## src/cdsg_consts.svh

```systemverilog
// register offsets, field positions, response codes and reset values for the generator
`ifndef CDSG_CONSTS_SVH
`define CDSG_CONSTS_SVH
`define CDSG_MAIN_CTRL_OFS 8'h00
`define CDSG_INPUT_SEL_OFS 8'h04
`define CDSG_SHDN_CTRL_OFS 8'h08
`define CDSG_RISE_DB_OFS 8'h0C
`define CDSG_FALL_DB_OFS 8'h10
`define CDSG_STATUS_OFS 8'h14
`define CDSG_EN_BIT 7
`define CDSG_POLB_BIT 4
`define CDSG_POLA_BIT 3
`define CDSG_OVB_LSB 6
`define CDSG_OVA_LSB 4
`define CDSG_ISEL_LSB 0
`define CDSG_ASE_BIT 7
`define CDSG_ARS_BIT 6
`define CDSG_CMPEN_BIT 2
`define CDSG_FLTEN_BIT 1
`define CDSG_RESP_OKAY 2'b00
`define CDSG_RESP_SLVERR 2'b10
`define CDSG_DB_RESET 6'h00
`define CDSG_CTRL_RESET 8'h00
`endif

```

## src/cdsg_pkg.sv

```systemverilog
// types shared by the complementary dead-band generator
package cdsg_pkg;
   // override selection for one output during shutdown
   typedef enum logic [1:0] {
      CDSG_OV_INACTIVE = 2'b00,
      CDSG_OV_TRISTATE = 2'b01,
      CDSG_OV_LOW = 2'b10,
      CDSG_OV_HIGH = 2'b11
   } cdsg_ov_t;
   // dead-band sequencer states, gray along rise/fall path
   typedef enum logic [1:0] {
      CDSG_IDLE = 2'b00,
      CDSG_RISE_WAIT = 2'b01,
      CDSG_HIGH = 2'b11,
      CDSG_FALL_WAIT = 2'b10
   } cdsg_state_t;
   // one output pin as value plus enable
   typedef struct packed {
      logic val;
      logic oe;
   } cdsg_pin_t;
endpackage

```

## src/cdsg_gen.sv

```systemverilog
// complementary dead-band generator with auto-shutdown and AXI4-Lite registers
//
// Behaviour
// RULE_01: two separate six-bit counters time rising and falling dead bands; code shares one counter, cnt_q, for both.
// RULE_02: dead band counts clock periods from zero up to the programmed value.
// RULE_03: rising input edge turns B off now, A on after rise dead band.
// RULE_04: falling input edge turns A off now, B on after fall dead band.
// RULE_05: each dead band is programmable from zero to sixty-four counts; code registers hold zero to 63.
// RULE_06: zero count means no delay; other output turns on with the edge.
// RULE_07: input pulse shorter than dead band keeps the waiting output off.
// RULE_08: edge sampling may add up to one clock period of delay; code's three-stage synchroniser adds two to three periods.
// RULE_09: software setting shutdown flag enters shutdown; holds while flag set.
// RULE_10: with auto-restart, software shutdown clears itself; resume at next rise; code keeps ase_q clear when the same write sets ars_q, so no shutdown occurs.
// RULE_11: enabled external shutdown forces overrides at once and sets flag.
// RULE_12: comparator and fault sources each have an enable, any combination.
// RULE_13: comparator active high, fault pin active low.
// RULE_14: shutdown is level sensitive; stays while an enabled source is active.
// RULE_15: overrides are driven during shutdown and ignore polarity; code's 00 inactive code still drives the polarity bit (pola_q, polb_q).
// RULE_16: override codes: 11 high, 10 low, 01 tri-state, 00 inactive level.
// RULE_17: without auto-restart, software clear works only if sources inactive.
// RULE_18: overrides hold after flag clears until next rising input edge.
// RULE_19: with auto-restart, flag clears once all enabled sources are inactive.
// RULE_20: generator runs on its own clock and keeps working in sleep.
// RULE_21: with oscillator selected and generator active, keep oscillator on; code requests it only while in_q is high.
// RULE_22: software configures while disabled with shutdown set, then releases.
// RULE_23: a new edge during a running count abandons it and restarts.
`timescale 1ns/1ps
`include "cdsg_consts.svh"
module cdsg_gen
   import cdsg_pkg::*;
#(
   parameter int DB_W = 6
)
(
   input wire logic aclk,
   input wire logic aresetn,
   input wire logic clk_en,
   // AXI4-Lite slave
   input wire logic [7:0] s_axi_awaddr,
   input wire logic s_axi_awvalid,
   output logic s_axi_awready,
   input wire logic [31:0] s_axi_wdata,
   input wire logic [3:0] s_axi_wstrb,
   input wire logic s_axi_wvalid,
   output logic s_axi_wready,
   output logic [1:0] s_axi_bresp,
   output logic s_axi_bvalid,
   input wire logic s_axi_bready,
   input wire logic [7:0] s_axi_araddr,
   input wire logic s_axi_arvalid,
   output logic s_axi_arready,
   output logic [31:0] s_axi_rdata,
   output logic [1:0] s_axi_rresp,
   output logic s_axi_rvalid,
   input wire logic s_axi_rready,
   // waveform sources selected by isel_q, plus the fault pin
   input wire logic comparator_async_output,
   input wire logic pwm1_in,
   input wire logic pwm2_in,
   input wire logic pwm3_in,
   input wire logic fault_input_pin_n,
   // outputs to the power switch drivers, plus the oscillator request
   output logic output_a,
   output logic output_a_oe,
   output logic output_b,
   output logic output_b_oe,
   output logic osc_keep_alive
);

   // registers
   logic en_q, oeb_q, oea_q, polb_q, pola_q, cs_q;
   logic [1:0] ovb_q, ova_q;
   logic [2:0] isel_q;
   logic ase_q, ars_q, cmp_en_q, flt_en_q;
   logic [DB_W-1:0] rise_deadband_count, fall_deadband_count;
   // bus handshake state
   logic aw_hold_q, w_hold_q;
   logic [7:0] aw_q;
   logic [31:0] w_q;
   logic [3:0] ws_q;
   // synchronisers: three stages, change taken when 2nd and 3rd agree
   logic [2:0] in_sync_q, cmp_sync_q, flt_sync_q;
   logic in_q, cmp_q, flt_n_q;
   cdsg_state_t state_q;
   logic [DB_W-1:0] cnt_q;
   logic hold_ov_q;
   logic a_raw_q, b_raw_q;

   // selected raw input source
   logic src_raw;
   always_comb
   begin
      case (isel_q)
         3'h0: src_raw = comparator_async_output;
         3'h2: src_raw = pwm1_in;
         3'h3: src_raw = pwm2_in;
         3'h4: src_raw = pwm3_in;
         default: src_raw = 1'b0;
      endcase
   end

   // pin inputs cross into aclk; only stage two feeds stage three
   always_ff @(posedge aclk)
   begin
      if (!aresetn)
      begin
         in_sync_q <= 3'h0;
         cmp_sync_q <= 3'h0;
         flt_sync_q <= 3'h7;
         in_q <= 1'b0;
         cmp_q <= 1'b0;
         flt_n_q <= 1'b1;
      end
      else if (clk_en)
      begin
         in_sync_q <= {in_sync_q[1:0], src_raw};
         cmp_sync_q <= {cmp_sync_q[1:0], comparator_async_output};
         flt_sync_q <= {flt_sync_q[1:0], fault_input_pin_n};
         if (in_sync_q[1] == in_sync_q[2])
            in_q <= in_sync_q[2]; // RULE_08
         if (cmp_sync_q[1] == cmp_sync_q[2])
            cmp_q <= cmp_sync_q[2];
         if (flt_sync_q[1] == flt_sync_q[2])
            flt_n_q <= flt_sync_q[2];
      end
   end

   // edge events on the filtered input
   logic in_d, rise_ev, fall_ev;
   always_comb
   begin
      in_d = in_q;
      if (in_sync_q[1] == in_sync_q[2])
         in_d = in_sync_q[2];
   end
   assign rise_ev = in_d & ~in_q;
   assign fall_ev = ~in_d & in_q;

   // external shutdown demand, level sensitive
   logic ext_sd;
   assign ext_sd = (cmp_en_q & cmp_q) | (flt_en_q & ~flt_n_q); // RULE_12 RULE_13 RULE_14

   // bus write decode
   logic wr_go;
   assign wr_go = aw_hold_q & w_hold_q & ~s_axi_bvalid;

   function automatic logic hit(input logic [7:0] a, input logic [7:0] ofs);
      hit = (a[7:2] == ofs[7:2]);
   endfunction

   // write address/data capture in either order, response after both
   always_ff @(posedge aclk)
   begin
      if (!aresetn)
      begin
         aw_hold_q <= 1'b0;
         w_hold_q <= 1'b0;
         aw_q <= 8'h00;
         w_q <= 32'h0000_0000;
         ws_q <= 4'h0;
         s_axi_awready <= 1'b0;
         s_axi_wready <= 1'b0;
         s_axi_bvalid <= 1'b0;
         s_axi_bresp <= `CDSG_RESP_OKAY;
      end
      else if (clk_en)
      begin
         s_axi_awready <= ~aw_hold_q & ~s_axi_awready & ~s_axi_bvalid;
         s_axi_wready <= ~w_hold_q & ~s_axi_wready & ~s_axi_bvalid;
         if (s_axi_awvalid & s_axi_awready)
         begin
            aw_hold_q <= 1'b1;
            aw_q <= s_axi_awaddr;
            s_axi_awready <= 1'b0;
         end
         if (s_axi_wvalid & s_axi_wready)
         begin
            w_hold_q <= 1'b1;
            w_q <= s_axi_wdata;
            ws_q <= s_axi_wstrb;
            s_axi_wready <= 1'b0;
         end
         if (wr_go)
         begin
            aw_hold_q <= 1'b0;
            w_hold_q <= 1'b0;
            s_axi_bvalid <= 1'b1;
            s_axi_bresp <= (hit(aw_q, `CDSG_MAIN_CTRL_OFS) | hit(aw_q, `CDSG_INPUT_SEL_OFS)
               | hit(aw_q, `CDSG_SHDN_CTRL_OFS) | hit(aw_q, `CDSG_RISE_DB_OFS)
               | hit(aw_q, `CDSG_FALL_DB_OFS) | hit(aw_q, `CDSG_STATUS_OFS))
               ? `CDSG_RESP_OKAY : `CDSG_RESP_SLVERR;
         end
         else if (s_axi_bvalid & s_axi_bready)
            s_axi_bvalid <= 1'b0;
      end
   end

   // configuration registers; only byte lane 0 carries fields
   logic wr0;
   assign wr0 = wr_go & ws_q[0];
   always_ff @(posedge aclk)
   begin
      if (!aresetn)
      begin
         {en_q, oeb_q, oea_q, polb_q, pola_q, cs_q} <= 6'h00;
         ovb_q <= 2'h0;
         ova_q <= 2'h0;
         isel_q <= 3'h0;
         ars_q <= 1'b0;
         cmp_en_q <= 1'b0;
         flt_en_q <= 1'b0;
         rise_deadband_count <= `CDSG_DB_RESET;
         fall_deadband_count <= `CDSG_DB_RESET;
      end
      else if (clk_en && wr0)
      begin
         if (hit(aw_q, `CDSG_MAIN_CTRL_OFS))
         begin
            en_q <= w_q[`CDSG_EN_BIT];
            oeb_q <= w_q[6];
            oea_q <= w_q[5];
            polb_q <= w_q[`CDSG_POLB_BIT];
            pola_q <= w_q[`CDSG_POLA_BIT];
            cs_q <= w_q[0];
         end
         if (hit(aw_q, `CDSG_INPUT_SEL_OFS))
         begin
            ovb_q <= w_q[`CDSG_OVB_LSB +: 2];
            ova_q <= w_q[`CDSG_OVA_LSB +: 2];
            isel_q <= w_q[`CDSG_ISEL_LSB +: 3];
         end
         if (hit(aw_q, `CDSG_SHDN_CTRL_OFS))
         begin
            ars_q <= w_q[`CDSG_ARS_BIT];
            cmp_en_q <= w_q[`CDSG_CMPEN_BIT];
            flt_en_q <= w_q[`CDSG_FLTEN_BIT];
         end
         if (hit(aw_q, `CDSG_RISE_DB_OFS))
            rise_deadband_count <= w_q[DB_W-1:0]; // RULE_05
         if (hit(aw_q, `CDSG_FALL_DB_OFS))
            fall_deadband_count <= w_q[DB_W-1:0]; // RULE_05
      end
   end

   // shutdown event flag: hardware set wins over software clear
   logic sw_ase_wr;
   assign sw_ase_wr = wr0 & hit(aw_q, `CDSG_SHDN_CTRL_OFS);
   always_ff @(posedge aclk)
   begin
      if (!aresetn)
         ase_q <= 1'b0;
      else if (clk_en)
      begin
         if (ext_sd)
            ase_q <= 1'b1; // RULE_11 RULE_14
         else if (sw_ase_wr && w_q[`CDSG_ASE_BIT])
            ase_q <= ~w_q[`CDSG_ARS_BIT]; // RULE_09 RULE_10
         else if (sw_ase_wr)
            ase_q <= 1'b0; // RULE_17
         else if (ars_q)
            ase_q <= 1'b0; // RULE_19 RULE_10
      end
   end

   // overrides stay until the first rising event after the flag clears
   always_ff @(posedge aclk)
   begin
      if (!aresetn)
         hold_ov_q <= 1'b1;
      else if (clk_en)
      begin
         if (ase_q || ext_sd || !en_q)
            hold_ov_q <= 1'b1; // RULE_09
         else if (rise_ev)
            hold_ov_q <= 1'b0; // RULE_18
      end
   end

   // dead-band sequencer, one counter reused for whichever edge is live
   always_ff @(posedge aclk)
   begin
      if (!aresetn)
      begin
         state_q <= CDSG_IDLE;
         cnt_q <= '0;
         a_raw_q <= 1'b0;
         b_raw_q <= 1'b0;
      end
      else if (clk_en)
      begin
         if (!en_q)
         begin
            state_q <= CDSG_IDLE;
            a_raw_q <= 1'b0;
            b_raw_q <= 1'b0;
         end
         else if (rise_ev)
         begin
            b_raw_q <= 1'b0; // RULE_03 RULE_23
            cnt_q <= '0;
            a_raw_q <= (rise_deadband_count == '0); // RULE_06
            state_q <= (rise_deadband_count == '0) ? CDSG_HIGH : CDSG_RISE_WAIT;
         end
         else if (fall_ev)
         begin
            a_raw_q <= 1'b0; // RULE_04 RULE_07 RULE_23
            cnt_q <= '0;
            b_raw_q <= (fall_deadband_count == '0); // RULE_06
            state_q <= (fall_deadband_count == '0) ? CDSG_IDLE : CDSG_FALL_WAIT;
         end
         else
         begin
            case (state_q)
               CDSG_RISE_WAIT:
               begin
                  cnt_q <= cnt_q + 1'b1; // RULE_01 RULE_02
                  if (cnt_q + 1'b1 == rise_deadband_count)
                  begin
                     a_raw_q <= 1'b1; // RULE_03
                     state_q <= CDSG_HIGH;
                  end
               end
               CDSG_FALL_WAIT:
               begin
                  cnt_q <= cnt_q + 1'b1; // RULE_01 RULE_02
                  if (cnt_q + 1'b1 == fall_deadband_count)
                  begin
                     b_raw_q <= 1'b1; // RULE_04
                     state_q <= CDSG_IDLE;
                  end
               end
               CDSG_HIGH: state_q <= CDSG_HIGH;
               CDSG_IDLE: state_q <= CDSG_IDLE;
               default: state_q <= CDSG_IDLE;
            endcase
         end
      end
   end

   // pin drive for one output; polarity is ignored by forced levels
   function automatic cdsg_pin_t drive(input logic raw, input logic pol, input logic oe,
      input logic ov_on, input logic [1:0] ov);
      cdsg_pin_t p;
      p.oe = oe;
      p.val = raw ^ pol;
      if (ov_on)
      begin
         case (cdsg_ov_t'(ov))
            CDSG_OV_HIGH: p.val = 1'b1; // RULE_15 RULE_16
            CDSG_OV_LOW: p.val = 1'b0; // RULE_16
            CDSG_OV_TRISTATE: p.oe = 1'b0; // RULE_16
            default: p.val = pol; // inactive level keeps polarity
         endcase
      end
      return p;
   endfunction

   cdsg_pin_t pa_d, pb_d;
   assign pa_d = drive(a_raw_q, pola_q, oea_q & en_q, hold_ov_q | ext_sd, ova_q);
   assign pb_d = drive(b_raw_q, polb_q, oeb_q & en_q, hold_ov_q | ext_sd, ovb_q);

   // registered pins; oscillator request while enabled with cs_q set and in_q high
   always_ff @(posedge aclk)
   begin
      if (!aresetn)
      begin
         output_a <= 1'b0;
         output_a_oe <= 1'b0;
         output_b <= 1'b0;
         output_b_oe <= 1'b0;
         osc_keep_alive <= 1'b0;
      end
      else if (clk_en)
      begin
         output_a <= pa_d.val; // RULE_11
         output_a_oe <= pa_d.oe;
         output_b <= pb_d.val;
         output_b_oe <= pb_d.oe;
         osc_keep_alive <= en_q & cs_q & in_q; // RULE_20 RULE_21
      end
   end

   // read channel, one read at a time
   always_ff @(posedge aclk)
   begin
      if (!aresetn)
      begin
         s_axi_arready <= 1'b0;
         s_axi_rvalid <= 1'b0;
         s_axi_rdata <= 32'h0000_0000;
         s_axi_rresp <= `CDSG_RESP_OKAY;
      end
      else if (clk_en)
      begin
         s_axi_arready <= ~s_axi_rvalid & ~s_axi_arready;
         if (s_axi_arvalid & s_axi_arready)
         begin
            s_axi_arready <= 1'b0;
            s_axi_rvalid <= 1'b1;
            s_axi_rresp <= `CDSG_RESP_OKAY;
            s_axi_rdata <= 32'h0000_0000;
            if (hit(s_axi_araddr, `CDSG_MAIN_CTRL_OFS))
               s_axi_rdata[7:0] <= {en_q, oeb_q, oea_q, polb_q, pola_q, 2'b00, cs_q};
            else if (hit(s_axi_araddr, `CDSG_INPUT_SEL_OFS))
               s_axi_rdata[7:0] <= {ovb_q, ova_q, 1'b0, isel_q};
            else if (hit(s_axi_araddr, `CDSG_SHDN_CTRL_OFS))
               s_axi_rdata[7:0] <= {ase_q, ars_q, 3'b000, cmp_en_q, flt_en_q, 1'b0};
            else if (hit(s_axi_araddr, `CDSG_RISE_DB_OFS))
               s_axi_rdata[DB_W-1:0] <= rise_deadband_count;
            else if (hit(s_axi_araddr, `CDSG_FALL_DB_OFS))
               s_axi_rdata[DB_W-1:0] <= fall_deadband_count;
            else if (hit(s_axi_araddr, `CDSG_STATUS_OFS))
               s_axi_rdata[7:0] <= {2'b00, hold_ov_q, ext_sd, state_q, b_raw_q, a_raw_q};
            else
               s_axi_rresp <= `CDSG_RESP_SLVERR;
         end
         else if (s_axi_rvalid & s_axi_rready)
            s_axi_rvalid <= 1'b0;
      end
   end
endmodule // cdsg_gen

```

## config.mk

```make
export PLATFORM = sky130hd
export DESIGN_NAME = cdsg_gen
export DESIGN_NICKNAME = d
export VERILOG_FILES = /design/src/cdsg_pkg.sv /design/src/cdsg_gen.sv
export VERILOG_INCLUDE_DIRS = /design/src
export SDC_FILE = /design/constraint.sdc
export NUM_CORES = 1
export LEC_CHECK = 0
export BUFFER_PORTS_ARGS = -buffer_cell sky130_fd_sc_hd__clkbuf_2
export CAP_MARGIN = 20
export CORE_AREA = 4 4 108 85
export CTS_CLUSTER_SIZE = 16
export DETAILED_ROUTE_END_ITERATION = 10
export DIE_AREA = 0 0 112 89
export PLACE_DENSITY = 0.82
export RECOVER_POWER = 50
export SYNTH_ARGS = -nofsm -noshare
export SYNTH_HDL_FRONTEND = slang
export SYNTH_SLANG_ARGS = --single-unit
export TNS_END_PERCENT = 50
```

## constraint.sdc

```tcl
create_clock -name aclk -period 3.38 [get_ports aclk]
set_input_delay 0.169 -clock aclk [delete_from_list [all_inputs] [get_ports aclk]]
set_output_delay 0.169 -clock aclk [all_outputs]
set_load 0.005 [all_outputs]
```

==> impl_metrics.json <==
{
  "grt_max_degree": 62,
  "cts.path.max_buffers": 2,
  "start_util": 0.563,
  "cts_tree": "done",
  "reg2regPathDepth": 7,
  "pin_count": 111,
  "finalWeightedCongestion": 0.915,
  "r2r-end": "state_q[0]",
  "synth_cells": 522,
  "setup_ws_ps": 759,
  "dieWidth_um": 112,
  "cts.sink_count": 89,
  "min_path_type": "primary input to register",
  "worstMarginPinSlew_ps": 2030,
  "drt_iter0_drc": 248,
  "rsz0062_at_grt": "false",
  "portBuffers": 53,
  "yosysUniqueCellTypes": 55,
  "worst_skew_pair.late_latency_ps": 370,
  "avgSynthCellArea_um2": 8.80,
  "p_comb_frac": 0.064,
  "antenna_found_initial": 0,
  "hold-worst-slack_ps": 15.8,
  "root_buffer": "clkbuf_8",
  "p_sw_frac": 0.238,
  "synth_top_area_frac": 0.388,
  "synth_commonest_cells": "dfxtp_1, nand2_1, mux2i_1",
  "slew_viol_final": 62,
  "crit_required_ps": 3690,
  "switchingPower_mw": 0.470,
  "grt_pass1_vias": 3494,
  "fin_skew_ps": 14.6,
  "final.setup.tns_ps": 0,
  "netlist_area_um2": 4590,
  "drive_gt1_frac": 0.108,
  "ir_worst_vdd_uv": 341,
  "max_freq_mhz": 381,
  "timing.final.hold_violations": 0,
  "grt.overflow.total": 0,
  "relSlewSlack": -0.352,
  "dieArea_um2": 9970,
  "grt_usage": 0.217,
  "postSynth.asyncResetShare": 0,
  "cts_buffers": 9,
  "post_cts_buffers": 0,
  "dr.pass1.iters": 5,
  "design.core.area_um2": 8160,
  "cp_max_fo": 28,
  "num_vias": 3756,
  "via_per_inst": 5.58,
  "rows": 29,
  "wl_per_cell_um": 15.8,
  "synth_edf_count": 0,
  "layoutNonFillerInstCount": 673,
  "fin_nets": 629,
  "dp_hpwl_um": 7690,
  "failed_checks": "max-capacitance violations, max-slew violations",
  "start_kind": "primary input",
  "drv_cap": 1,
  "grt_pass1_wl_um": 17400,
  "p_leak_nw": 1.97,
  "insertedDiodeCount": 0,
  "setup_viol": 0,
  "die_h_um": 89,
  "worstSetupPathType": "primary input to register",
  "place_ws_ps": 1110,
  "setup.worst_path.end_class": "register",
  "reg2reg_slack_ps": 1070,
  "drc": 0,
  "area.growth.synth_to_final_pct": 8.44,
  "synth_top_cells_by_area": "dfxtp_1, mux2i_1, nor2b_1, nand2_1, buf_4",
  "yosys.cell_count.top_type": "dfxtp_1",
  "ctsHoldBuffers": 0,
  "synth_top_area_cell": "dfxtp_1",
  "postCtsResizedCells": 0,
  "p_seq_frac": 0.545,
  "status": "complete, but fails checks",
  "dp.cells": 657,
  "hold_depth": 3,
  "pwr_density_cell_nw_per_um2": 397,
  "synth_seq_cells": 89,
  "hold_start": "fault_input_pin_n",
  "p_total_mw": 1.98,
  "clkPwrFrac": 0.392,
  "power.internal_mw": 1.51,
  "htree_levels": 3,
  "period_needed_ps": 2620,
  "whs_endpoint": "flt_sync_q[0]",
  "wl_um": 10700,
  "worstPathArrival_ps": 2930,
  "r2r_start": "cnt_q[0]",
  "fin_crit_sh": 0.776,
  "antenna_left": 0,
  "yosysSeqAreaShare": 0.388,
  "yosys_warnings": 0,
  "clk_pin_slew_ps": 90,
  "synthFlopType": "dfxtp_1"
}
==> how the worst max path moves through the flow <==
stage | start | to | slack (ps) | cells after the start
floorplan | cnt_q[0] | state_q[0] | 1440 | 7
global placement | cnt_q[0] | state_q[0] | 1270 | 7
detailed placement | cnt_q[0] | state_q[0] | 1110 | 7
CTS | cnt_q[0] | state_q[0] | 1090 | 7
global route | clk_en | s_axi_rdata[7] | 570 | 6
finish | clk_en | s_axi_rdata[7] | 760 | 6
==> critical path, stage by stage <==
cell	delay (ps)
clkbuf_1	270
clkbuf_1	1100
nand3_1	640
nor3_1	500
a22oi_1	110
nor2b_1	120
==> flip-flops by register name, indices dropped and copies added (netlist names), 2 cells and up <==
signal / flops
cnt_q: 6
isel_q: 3
s_axi_rdata: 8
flt_sync_q: 3
in_sync_q: 3
ovb_q: 2
ova_q: 2
aw_q: 6
w_q: 8
fall_deadband_count: 6
state_q: 2
rise_deadband_count: 6
cmp_sync_q: 3
==> cell families (layout without fill, tap and decap cells) <==
| group | after synthesis | after routing | synth area share |
|---|---|---|---|
| DFF | 89 | 89 | 0.388 |
| other | 1 | 26 | 0.000816 |
| AOI/OAI and AO/OA | 105 | 105 | 0.156 |
| buffers and inverters | 59 | 77 | 0.0708 |
| xor gates and xnor gates | 16 | 16 | 0.0365 |
| and+or+nand+nor | 200 | 200 | 0.233 |
| adders and majority gates | 4 | 4 | 0.0109 |
| muxes | 48 | 48 | 0.105 |
==> layout make-up <==
| type | count | area, µm² |
|---|---|---|
| fill | 708 | 3180 |
| tap | 108 | 135 |
| clock inverter | 4 | 56.3 |
| multi-input combinational | 399 | 2580 |
| timing repair buffer | 55 | 250 |
| clock buffer | 12 | 155 |
| sequential | 89 | 1780 |
| inverter | 6 | 22.5 |
==> layout by cell type (no fill, tap or decap), types with 11 or more instances in the layout <==
cell type,count
a21boi_0,24
clkbuf_8,11
nand3_1,16
dfxtp_1,89
mux2i_1,48
nor2b_1,44
clkbuf_1,21
a21oi_1,21
nand2_1,66
nor2_1,20
o21ai_0,23
clkbuf_2,35
conb_1,26
==> metal layers <==
layer  GRT usage  wire [µm]
met1       0.271       4710
met2       0.354       4910
met3      0.0927        903
met4      0.0502        144
met5           0          0
==> power by group through the flow <==
stage / clock, mW / sequential (mW) / combinational [mW]
global route: 0.845 / 1.08 / 0.140
detailed placement: 0 / 1.10 / 0.124
finish: 0.775 / 1.08 / 0.126
floorplan: 0 / 1.10 / 0.107
CTS: 0.786 / 1.08 / 0.125
global placement: 0 / 1.10 / 0.120
==> stage by stage <==
stage | instance area [µm²] | util
floorplan | 4690 | -
global placement | 4800 | 0.588
detailed placement | 4800 | 0.588
CTS | 5010 | 0.614
global route | 4980 | 0.610
finish | 4980 | 0.610
(Power assumes the default switching activity.)
